## config.mk

```make
export PLATFORM = sky130hd
export DESIGN_NAME = swd_cmd_decoder
export DESIGN_NICKNAME = d
export VERILOG_FILES = /design/src/verilog/swd_bus_access.v /design/src/verilog/swd_cmd_decoder.v
export VERILOG_INCLUDE_DIRS = /design/src /design/src/verilog
export SDC_FILE = /design/constraint.sdc
export NUM_CORES = 1
export LEC_CHECK = 0
export ABC_AREA = 0
export BUFFER_PORTS_ARGS = -buffer_cell sky130_fd_sc_hd__buf_2
export CORE_AREA = 5 5 202 224
export CTS_BUF_LIST = sky130_fd_sc_hd__clkbuf_4
export DETAILED_ROUTE_END_ITERATION = 7
export DIE_AREA = 0 0 207 229
export MAX_ROUTING_LAYER = met4
export SLEW_MARGIN = 20
export SYNTH_ARGS = -nofsm -noshare
export SYNTH_HDL_FRONTEND = slang
export SYNTH_SLANG_ARGS = --single-unit
```

## constraint.sdc

```tcl
create_clock -name clock -period 4.8 [get_ports clock]
set_input_delay 0 -clock clock [delete_from_list [all_inputs] [get_ports clock]]
set_output_delay 0 -clock clock [all_outputs]
set_load 0.01 [all_outputs]
```

## src/verilog/swd_regs.vh

```
// Notes on behaviour
// - a liveness check command is answered with an acknowledge.
// - acknowledge is coded as one response value and negative ack as the next.
// - the identification command returns the device identification code.
// - the status command returns a status message.
// - the baud query returns the baud rate currently used on the link.
// - the speed query returns the ratio of link clock to system bus clock.
// - the erase command erases the flash and all volatile memories.
// - the two-pin command enables the separate output pin and two-pin mode.
// - in two-pin mode every response leaves on the dedicated output pin.
// - the bus-write command writes word, halfword or byte to the system bus.
// - the bus-read command reads word, halfword or byte and returns data.
// - the halt command raises a halt request to the processor.
// - the reset command forwards a reset request to the reset controller.
// - the guard-time command updates the guard time from the supplied data.
// - every packet carries its code in a command or response field.
// - a data field is optional and absent for commands without data.
`ifndef SWD_REGS_VH
`define SWD_REGS_VH
// ==========================================================
// command codes
`define SWD_CMD_ALIVE 8'h01
`define SWD_CMD_IDENT 8'h02
`define SWD_CMD_STATUS 8'h03
`define SWD_CMD_BAUD 8'h04
`define SWD_CMD_SPEED 8'h05
`define SWD_CMD_ERASE 8'h06
`define SWD_CMD_DISABLE 8'h07
`define SWD_CMD_TWOPIN 8'h08
`define SWD_CMD_WRITE 8'h80
`define SWD_CMD_READ 8'h81
`define SWD_CMD_HALT 8'h82
`define SWD_CMD_RESET 8'h83
`define SWD_CMD_GUARD 8'h84
// ==========================================================
// response codes
`define SWD_RSP_ACK 8'h40
`define SWD_RSP_NACK 8'h41
// ==========================================================
// size field of bus access (low bits of first data byte)
`define SWD_SIZE_BYTE 2'h0
`define SWD_SIZE_HALF 2'h1
`define SWD_SIZE_WORD 2'h2
// ==========================================================
// reset values and timing
`define SWD_GUARD_RESET 8'h00
`define SWD_BUS_TIMEOUT_NS 640
`define SWD_CLK_NS 5
`endif

```

## src/verilog/swd_bus_access.v

```verilog
`timescale 1ns/1ps
`include "swd_regs.vh"
// ==========================================================
// system bus access engine: one transfer, with a timeout
module swd_bus_access #(
  parameter integer TIMEOUT_CYC = `SWD_BUS_TIMEOUT_NS / `SWD_CLK_NS
) (
  // clock and reset
  input wire clock,
  input wire rst_b,
  // request
  input wire start,
  input wire write,
  input wire [1:0] size,
  input wire [31:0] addr,
  input wire [31:0] wdata,
  output reg done,
  output reg error,
  output reg [31:0] rdata,
  // system bus
  output reg sys_bus_req,
  output reg sys_bus_we,
  output reg [1:0] sys_bus_size,
  output reg [31:0] sys_bus_addr,
  output reg [31:0] sys_bus_wdata,
  input wire sys_bus_ack,
  input wire sys_bus_err,
  input wire [31:0] sys_bus_rdata
);
  reg [15:0] tmo_reg;
  // a stuck bus ends in an error so the link never hangs
  always @(posedge clock) begin
    if (!rst_b) begin
      done <= 1'b0;
      error <= 1'b0;
      rdata <= 32'h0;
      sys_bus_req <= 1'b0;
      sys_bus_we <= 1'b0;
      sys_bus_size <= 2'h0;
      sys_bus_addr <= 32'h0;
      sys_bus_wdata <= 32'h0;
      tmo_reg <= 16'h0;
    end else begin
      done <= 1'b0;
      if (start && !sys_bus_req) begin
        sys_bus_req <= 1'b1;
        sys_bus_we <= write;
        sys_bus_size <= size;
        sys_bus_addr <= addr;
        sys_bus_wdata <= wdata;
        tmo_reg <= 16'h0;
      end else if (sys_bus_req) begin
        tmo_reg <= tmo_reg + 16'h1;
        if (sys_bus_ack || sys_bus_err || tmo_reg == TIMEOUT_CYC[15:0]) begin
          sys_bus_req <= 1'b0;
          done <= 1'b1;
          error <= !sys_bus_ack;
          rdata <= sys_bus_rdata;
        end
      end
    end
  end
endmodule // swd_bus_access

```

## src/verilog/swd_cmd_decoder.v

```verilog
`timescale 1ns/1ps
`include "swd_regs.vh"
// ==========================================================
// command decoder of the single-wire debug link unit.
// packets arrive as bytes: code byte, then the data bytes the code needs.
// response bytes leave one per cycle as a stream, code byte first.
module swd_cmd_decoder #(
  parameter [31:0] IDCODE = 32'h0000_0001, // arbitrary value
  parameter [15:0] BAUD_DEFAULT = 16'h0100,
  parameter [7:0] SPEED_RATIO = 8'h01,
  parameter [7:0] STATUS_BITS = 8'h00
) (
  // clock and reset
  input wire clock,
  input wire rst_b,
  // received bytes from the framing layer
  input wire rx_valid,
  input wire rx_first,
  input wire [7:0] rx_byte,
  input wire [15:0] baud_current,
  // response stream
  output reg tx_valid,
  output reg tx_last,
  output reg [7:0] tx_byte,
  output reg tx_on_pin,
  output reg tx_on_line,
  // pins and modes
  output reg two_pin_mode,
  output reg link_enable,
  output reg [7:0] guard_time,
  // chip control
  output reg erase_req,
  output reg halt_req,
  output reg reset_req,
  // system bus
  output wire sys_bus_req,
  output wire sys_bus_we,
  output wire [1:0] sys_bus_size,
  output wire [31:0] sys_bus_addr,
  output wire [31:0] sys_bus_wdata,
  input wire sys_bus_ack,
  input wire sys_bus_err,
  input wire [31:0] sys_bus_rdata
);
  // ==========================================================
  // states
  localparam [2:0] ST_IDLE = 3'h0;
  localparam [2:0] ST_DATA = 3'h1;
  localparam [2:0] ST_EXEC = 3'h2;
  localparam [2:0] ST_BUS = 3'h3;
  localparam [2:0] ST_SEND = 3'h4;

  // data bytes that each command carries
  function [3:0] data_len;
    input [7:0] code;
    begin
      case (code)
        `SWD_CMD_WRITE: data_len = 4'h9; // size, address, data
        `SWD_CMD_READ: data_len = 4'h5; // size, address
        `SWD_CMD_GUARD: data_len = 4'h1;
        default: data_len = 4'h0;
      endcase
    end
  endfunction

  // known command codes
  function known;
    input [7:0] code;
    begin
      case (code)
        `SWD_CMD_ALIVE, `SWD_CMD_IDENT, `SWD_CMD_STATUS, `SWD_CMD_BAUD,
        `SWD_CMD_SPEED, `SWD_CMD_ERASE, `SWD_CMD_DISABLE,
        `SWD_CMD_TWOPIN, `SWD_CMD_WRITE, `SWD_CMD_READ, `SWD_CMD_HALT,
        `SWD_CMD_RESET, `SWD_CMD_GUARD: known = 1'b1;
        default: known = 1'b0;
      endcase
    end
  endfunction

  // ==========================================================
  // state
  reg [2:0] state_reg;
  reg [7:0] cmd_reg;
  reg [3:0] need_reg;
  reg [3:0] got_reg;
  reg [71:0] data_reg;
  reg [39:0] rsp_reg;
  reg [2:0] rsp_len_reg;
  reg [2:0] rsp_idx_reg;
  reg bus_start_reg;
  wire bus_done;
  wire bus_error;
  wire [31:0] bus_rdata;

  // ==========================================================
  // bus engine
  swd_bus_access swd_bus_access_inst (
    .clock(clock),
    .rst_b(rst_b),
    .start(bus_start_reg),
    .write(cmd_reg == `SWD_CMD_WRITE),
    .size(data_reg[1:0]),
    .addr(data_reg[39:8]),
    .wdata(data_reg[71:40]),
    .done(bus_done),
    .error(bus_error),
    .rdata(bus_rdata),
    .sys_bus_req(sys_bus_req),
    .sys_bus_we(sys_bus_we),
    .sys_bus_size(sys_bus_size),
    .sys_bus_addr(sys_bus_addr),
    .sys_bus_wdata(sys_bus_wdata),
    .sys_bus_ack(sys_bus_ack),
    .sys_bus_err(sys_bus_err),
    .sys_bus_rdata(sys_bus_rdata)
  );

  // ==========================================================
  // receive, execute and answer; one command at a time, the host
  // waits for each answer, so bytes arriving mid-answer are dropped
  always @(posedge clock) begin
    if (!rst_b) begin
      state_reg <= ST_IDLE;
      cmd_reg <= 8'h00;
      need_reg <= 4'h0;
      got_reg <= 4'h0;
      data_reg <= 72'h0;
      rsp_reg <= 40'h0;
      rsp_len_reg <= 3'h0;
      rsp_idx_reg <= 3'h0;
      bus_start_reg <= 1'b0;
      tx_valid <= 1'b0;
      tx_last <= 1'b0;
      tx_byte <= 8'h00;
      tx_on_pin <= 1'b0;
      tx_on_line <= 1'b0;
      two_pin_mode <= 1'b0;
      link_enable <= 1'b1;
      guard_time <= `SWD_GUARD_RESET;
      erase_req <= 1'b0;
      halt_req <= 1'b0;
      reset_req <= 1'b0;
    end else begin
      bus_start_reg <= 1'b0;
      tx_valid <= 1'b0;
      tx_last <= 1'b0;
      tx_on_pin <= 1'b0;
      tx_on_line <= 1'b0;
      erase_req <= 1'b0;
      reset_req <= 1'b0;
      case (state_reg)
        ST_IDLE: begin
          // the code byte opens every packet
          if (rx_valid && rx_first && link_enable) begin
            cmd_reg <= rx_byte;
            need_reg <= data_len(rx_byte);
            got_reg <= 4'h0;
            data_reg <= 72'h0;
            if (data_len(rx_byte) == 4'h0)
              state_reg <= ST_EXEC;
            else
              state_reg <= ST_DATA;
          end
        end
        ST_DATA: begin
          // data bytes fill little-endian; a new code byte aborts to idle and is dropped
          if (rx_valid && rx_first) begin
            state_reg <= ST_IDLE;
          end else if (rx_valid) begin
            // placed by position so every command finds its first field at bit 0
            data_reg[8*got_reg +: 8] <= rx_byte;
            got_reg <= got_reg + 4'h1;
            if (got_reg + 4'h1 == need_reg)
              state_reg <= ST_EXEC;
          end
        end
        ST_EXEC: begin
          rsp_reg <= {32'h0, `SWD_RSP_ACK};
          rsp_len_reg <= 3'h1;
          rsp_idx_reg <= 3'h0;
          state_reg <= ST_SEND;
          case (cmd_reg)
            `SWD_CMD_IDENT: begin
              rsp_reg <= {IDCODE, `SWD_RSP_ACK};
              rsp_len_reg <= 3'h5;
            end
            `SWD_CMD_STATUS: begin
              rsp_reg <= {24'h0, STATUS_BITS | {5'h0, halt_req,
                two_pin_mode, 1'b1}, `SWD_RSP_ACK};
              rsp_len_reg <= 3'h2;
            end
            `SWD_CMD_BAUD: begin
              rsp_reg <= {16'h0, baud_current, `SWD_RSP_ACK};
              rsp_len_reg <= 3'h3;
            end
            `SWD_CMD_SPEED: begin
              rsp_reg <= {24'h0, SPEED_RATIO, `SWD_RSP_ACK};
              rsp_len_reg <= 3'h2;
            end
            `SWD_CMD_ERASE: erase_req <= 1'b1;
            `SWD_CMD_DISABLE: link_enable <= 1'b0;
            `SWD_CMD_TWOPIN: two_pin_mode <= 1'b1;
            `SWD_CMD_WRITE, `SWD_CMD_READ: begin
              bus_start_reg <= 1'b1;
              state_reg <= ST_BUS;
            end
            `SWD_CMD_HALT: halt_req <= 1'b1;
            `SWD_CMD_RESET: reset_req <= 1'b1;
            `SWD_CMD_GUARD: guard_time <= data_reg[7:0];
            default: begin
              if (!known(cmd_reg))
                rsp_reg <= {32'h0, `SWD_RSP_NACK};
            end
          endcase
        end
        ST_BUS: begin
          if (bus_done) begin
            state_reg <= ST_SEND;
            if (bus_error) begin
              rsp_reg <= {32'h0, `SWD_RSP_NACK};
              rsp_len_reg <= 3'h1;
            end else if (cmd_reg == `SWD_CMD_READ) begin
              rsp_reg <= {bus_rdata, `SWD_RSP_ACK};
              rsp_len_reg <= 3'h5;
            end
          end
        end
        ST_SEND: begin
          // response code first, then data, low byte first
          tx_valid <= 1'b1;
          tx_byte <= rsp_reg[7:0];
          tx_on_pin <= two_pin_mode;
          tx_on_line <= !two_pin_mode;
          rsp_reg <= {8'h00, rsp_reg[39:8]};
          rsp_idx_reg <= rsp_idx_reg + 3'h1;
          if (rsp_idx_reg + 3'h1 == rsp_len_reg) begin
            tx_last <= 1'b1;
            state_reg <= ST_IDLE;
          end
        end
        default: state_reg <= ST_IDLE;
      endcase
    end
  end
endmodule // swd_cmd_decoder

```

Yosys cells after proc, flatten, opt, wreduce, memory -nomap -nowiden
Index checks and enable logic that the tools add are counted.
{"block": "word_totals", "ff_bits": 281, "input_bits": 62}
{"block": "op_classes", "addsub": 4, "n_eq_ne": 31, "n_shift": 2, "n_mux": 47, "bitwise": 3, "reduce_logical": 34}
{"op": "two-way mux 72 bit", "n": 3}
{"op": "one-hot mux 72 bit (2 select lines)", "n": 1}
{"op": "two-way mux 40 bit", "n": 3}
{"op": "one-hot mux 40 bit (3 select lines)", "n": 1}
{"op": "one-hot mux 24 bit (4 select lines)", "n": 1}
{"op": "bitwise mux 72 bit", "n": 1}
{"op": "variable shift 8 x 34 -> 72 bit (first input constant)", "n": 1}
{"op": "variable part select 8 x 34 -> 72 bit", "n": 1}
{"op": "== test 8 bit (second input constant)", "n": 8}
{"op": "negation 7 -> 34 bit", "n": 1}
{"op": "== test 8 x 3 -> 1 bit (second input constant)", "n": 4}
{"op": "two-way mux 3 bit", "n": 10}
{"op": "two-way mux 4 bit", "n": 6}
{"op": "adder 16 x 1 -> 16 bit (second input constant)", "n": 1}
{"op": "== test 16 x 8 -> 1 bit (second input constant)", "n": 1}
{"op": "== test 8 x 2 -> 1 bit (second input constant)", "n": 2}
{"op": "one-hot mux 3 bit (5 select lines)", "n": 1}
{"op": "two-way mux 1 bit", "n": 14}
{"op": "AND reduction 2 bit", "n": 7}
{"op": "OR reduction 13 bit", "n": 1}
{"op": "one-hot mux 3 bit (2 select lines)", "n": 2}
{"op": "one-hot mux 4 bit (3 select lines)", "n": 1}
{"op": "OR reduction 12 bit", "n": 1}
{"op": "one-hot mux 3 bit (3 select lines)", "n": 1}
{"op": "29 further kinds", "n": 48}

Longest topological paths before layout
{"block": "logic_depth", "word_depth": 9, "ltp_mapped": 9, "ltp_nobuf": 7}

Cells and area by module
Synthesis repeated with hierarchy kept, for this count alone.
{"block": "unflattened", "cells_unflattened": 1402, "hier_area_um2": 12104.1}
{"mod": "swd_cmd_decoder", "n_inst": 1, "cells_each": 778, "area_each_um2": 6850.3, "seq_area_each_um2": 3243.1}
{"mod": "swd_bus_access", "n_inst": 1, "cells_each": 624, "area_each_um2": 5253.8, "seq_area_each_um2": 2362.3}

Worst setup path after synthesis
OpenSTA, ideal clock, no wires.
{"block": "synth_timing", "path_kind": "register to register", "startpoint": "register got_reg[0]", "endpoint": "register data_reg[68]", "setup_ps": 122, "arrival_ps": 2341, "required_ps": 4678, "setup_slack_ps": 2337, "path_stages_with_launch": 10, "period_less_slack_ps": 2463, "path_cell_list": "dfxtp_1 clkbuf_1 inv_1 ha_1 or3_1 clkbuf_1 o21ai_1 and2_1 buf_2 o21ai_0"}
{"block": "synth_via", "elab_chain_cells": 6, "word_cells_on_any_way": 7, "cone_classes": "add/sub: 1; shift: 2; mux: 4"}
{"element": "start, declared", "line": "swd_cmd_decoder.v:85", "text": "reg [3:0] got_reg;"}
{"element": "start signal, assigned", "line": "swd_cmd_decoder.v:172", "text": "got_reg <= got_reg + 4'h1;"}
{"element": "negation 7 -> 34 bit (*)", "line": "swd_cmd_decoder.v:171", "text": "data_reg[8*got_reg +: 8] <= rx_byte;"}
{"element": "variable part select 8 x 34 -> 72 bit / variable shift 8 x 34 -> 72 bit (equally long branches)", "line": "swd_cmd_decoder.v:171"}
{"element": "bitwise mux 72 bit (*)", "line": "swd_cmd_decoder.v:171"}
{"element": "two-way mux 72 bit (*)", "line": "swd_cmd_decoder.v:169", "text": "end else if (rx_valid) begin"}
{"element": "two-way mux 72 bit (*)", "line": "swd_cmd_decoder.v:167", "text": "if (rx_valid && rx_first) begin"}
{"element": "one-hot mux 72 bit (2 select lines) (*)", "line": "swd_cmd_decoder.v:151", "text": "case (state_reg)"}
{"element": "end signal, assigned by index", "line": "swd_cmd_decoder.v:171"}
{"element": "end, declared", "line": "swd_cmd_decoder.v:86", "text": "reg [71:0] data_reg;"}
Every way passes the cells marked *; elsewhere a longest branch is shown, timed or not. The select of a mux whose other input is x is not followed.
A chain may end at the register's enable or synchronous reset.

Worst setup path after layout
{"block": "layout_timing", "startpoint": "register got_reg[0]", "endpoint": "register data_reg[28]"}
Same word-level chain as after synthesis.

==> results.sh <==
export IMPL_outcome="finished, final reports clean"
export IMPL_antenna_found_initial=5
export IMPL_max_slew_margin_rel=0.2897
export IMPL_path_clk_slew_ns=0.06
export IMPL_drt_iter0_drc=586
export IMPL_nNetsFinal=1389
export IMPL_hp_class="input port to register"
export IMPL_synthTopCellsByArea="dfxtp_1, a22o_1, nor2_1"
export IMPL_synth_ff_type="dfxtp_1"
export IMPL_peakVddDrop_uv=224.0
export IMPL_grt_max_degree=78
export IMPL_routabilityCongestion=0.8274
export IMPL_worstPathMaxFanout=11
export IMPL_cts_buffer_depth=3
export IMPL_cts_tree="done"
export IMPL_syn_instance_count=1085
export IMPL_initial_core_util=0.2465
export IMPL_via_per_inst=4.737
export IMPL_rsz0062_at_grt="false"
export IMPL_postCtsSetupBuffers=0
export IMPL_largest_register_ffs=72
export IMPL_cts_root_buf="clkbuf_4"
export IMPL_placedCellCount=1739
export IMPL_dieHeight_um=229
export IMPL_synth_most_common_cell="dfxtp_1"
export IMPL_grt_pass1_wl_um=50940
export IMPL_cap_violations=0
export IMPL_worst_slack_ns=1.520
export IMPL_tns_ns=0
export IMPL_ys_top_cells_by_count="dfxtp_1, nor2_1, a22o_1, nand2_1"
export IMPL_final_cells=1948
export IMPL_setup_viol=0
export IMPL_wl_per_cell_um=16.24
export IMPL_criticalPathCategory="register to register"
export IMPL_syn_nets=1153
export IMPL_hold_viol_final=0
export IMPL_grt_pass1_vias=9362
export IMPL_drc=0
export IMPL_port_buffers=154
export IMPL_crit_family="simple AND/OR/NAND/NOR gates"
export IMPL_end_kind="register"
export IMPL_fmax_ghz=0.3049
export IMPL_synth_cell_type_count=65
export IMPL_p_per_area_mw_per_mm2=419.5
export IMPL_drive_gt1_frac=0.2301
export IMPL_ys_ff_latch=280
export IMPL_dr_pass1_iters=6
export IMPL_multiInputGateArea_mm2=0.004633
export IMPL_antenna_left=0
export IMPL_period_minus_slack_ns=3.280
export IMPL_worst_path_buf_inv=2
export IMPL_io_pins=155
export IMPL_syn_area_per_cell_um2=9.734
export IMPL_grt_usage=0.1336
export IMPL_die_w_um=207
export IMPL_row_count=80
export IMPL_h_tree_depth=3
export IMPL_tightest_slew_ns=1.064
export IMPL_slowest_stage="nor3_1"
export IMPL_area_growth_pct=28.58
export IMPL_cp_data_arrival_time_ns=3.87
export IMPL_cts_resized=0
export IMPL_holdWs_ns=0.09231
export IMPL_synth_edf_count=0
export IMPL_crit_chain="inv_1, ha_1, xnor2_1, o211ai_1, nor3_1, nand4_1, dlygate4sd3_1, a21oi_1"
export IMPL_synthArstFlopShare=0
export IMPL_drv_slew=0
export IMPL_dp_slack_ns=1.977
export IMPL_numCtsBuffers=77
export IMPL_synth_largest_area_cell="dfxtp_1"
export IMPL_ys_seq_area_frac=0.5307
export IMPL_cts_sinks=280
export IMPL_vias=9227
export IMPL_synth_top_cell_area_share=0.5307
export IMPL_fin_crit_sh=0.6833
export IMPL_grt_overflow=0
export IMPL_fp_coreArea_mm2=0.04284
export IMPL_max_stage_delay_ns=0.65
export IMPL_fin_worst_skew_ns=0.04100
export IMPL_worst_ep_required_time_ns=5.39
export IMPL_leakage_uw=0.005733
export IMPL_dieArea_mm2=0.04740
export IMPL_dpl_hpwl_um=20680
export IMPL_synth_warning_count=0
export IMPL_nFillCells=4516
export IMPL_worstSkewPairLatency_ns=0.69
export IMPL_seqCellArea_mm2=0.005605
export IMPL_drt_wl_total_um=31640
export IMPL_syn_cell_area_mm2=0.01056
export IMPL_worstSetupStartpointType="register"
[power breakdown]
group	internal, uW	total (uW)	switching (uW)
logic	369	982	613
clock network	1180	2130	956
registers	2460	2580	121
total	4010	5700	1690
[path summary, 6_finish.rpt]
check,slack (ns),from,cells after the start,to
worst min register to register,0.43,data_reg[21],1,swd_bus_access_inst.sys_bus_addr[13]
worst min-delay path,0.09,sys_bus_rdata[29],4,swd_bus_access_inst.rdata[29]
worst max-delay path,1.52,got_reg[0],8,data_reg[28]
worst max register to register,1.52,got_reg[0],8,data_reg[28]
[placed cells by master (no fill, tap or decap), types with 4 or more instances in the layout]
master / synthesis / routed
dfxtp_1: 280 / 280
buf_2: 9 / 154
nor2_1: 125 / 123
clkbuf_4: 0 / 113
a22o_1: 106 / 106
nand2_1: 86 / 86
dlygate4sd3_1: 0 / 77
a21oi_1: 70 / 70
mux2i_1: 45 / 45
o21ai_0: 27 / 27
nor3_1: 24 / 23
a22oi_1: 23 / 22
nand3_1: 18 / 18
a222oi_1: 16 / 16
a31o_2: 14 / 14
xor2_1: 13 / 13
inv_1: 12 / 11
a221oi_1: 10 / 10
and2_1: 11 / 10
nand2b_1: 9 / 9
xnor2_1: 9 / 9
clkinv_1: 0 / 9
buf_4: 0 / 8
nand4_1: 7 / 7
or3_1: 7 / 7
and4_1: 6 / 6
ha_1: 6 / 6
diode_2: 0 / 5
nand3b_1: 5 / 5
a31oi_1: 5 / 5
and3_1: 5 / 5
nor3b_1: 4 / 4
nor2b_1: 4 / 4
a211oi_1: 4 / 4
[kinds of logic (layout without fill, tap and decap cells)]
logic type      count (synthesis)  count (layout)  synth area share
simple gates                  335             335            0.1515
mux                            45              45           0.04265
compound gates                302             302            0.2131
fa+ha+maj                       6               6          0.007108
flops                         280             280            0.5307
other cells                     0               5                 0
xor+xnor                       23              23           0.02038
buf+inv                        94             378           0.03447
[tightest hold or removal path, delay by kind of cell]
kind	cells	cell delay, ns
buffers and inverters	2	0.60
and+or+nand+nor	1	0.07
muxes	1	0.05
[through the flow]
stage	utilization	total power [uW]	instance area (um2)
after floorplan	-	3246	10560
after global placement	0.2761	3469	11830
after detailed placement	0.2761	3492	11830
after CTS	0.3166	5766	13560
after global routing	0.3170	6036	13580
final	0.3170	5697	13580
[cell type report]
type                    instances  area share
repair buffers                239      0.1179
flip-flops and latches        280      0.4128
clock buffers                 113     0.06247
well taps                     574     0.05289
clock inverters                14    0.008385
multi-input cells             711      0.3412
diodes                          5   0.0009214
inverters                      12    0.003409
[per-layer routing]
layer  GRT usage  up-vias  part of all wire
met5           -        -                 0
met1      0.1615     4380              0.43
met2      0.2142      313              0.48
li1            -     4469                 -
met4     0.04753        0             0.026
met3     0.03805       65             0.066
[timing repair]
item                                   CTS  global route
endpoints found under the hold margin  145             0
setup endpoints to repair                0             0
hold buffers                            77             0
Note: power is estimated with default switching activity, not from simulation.
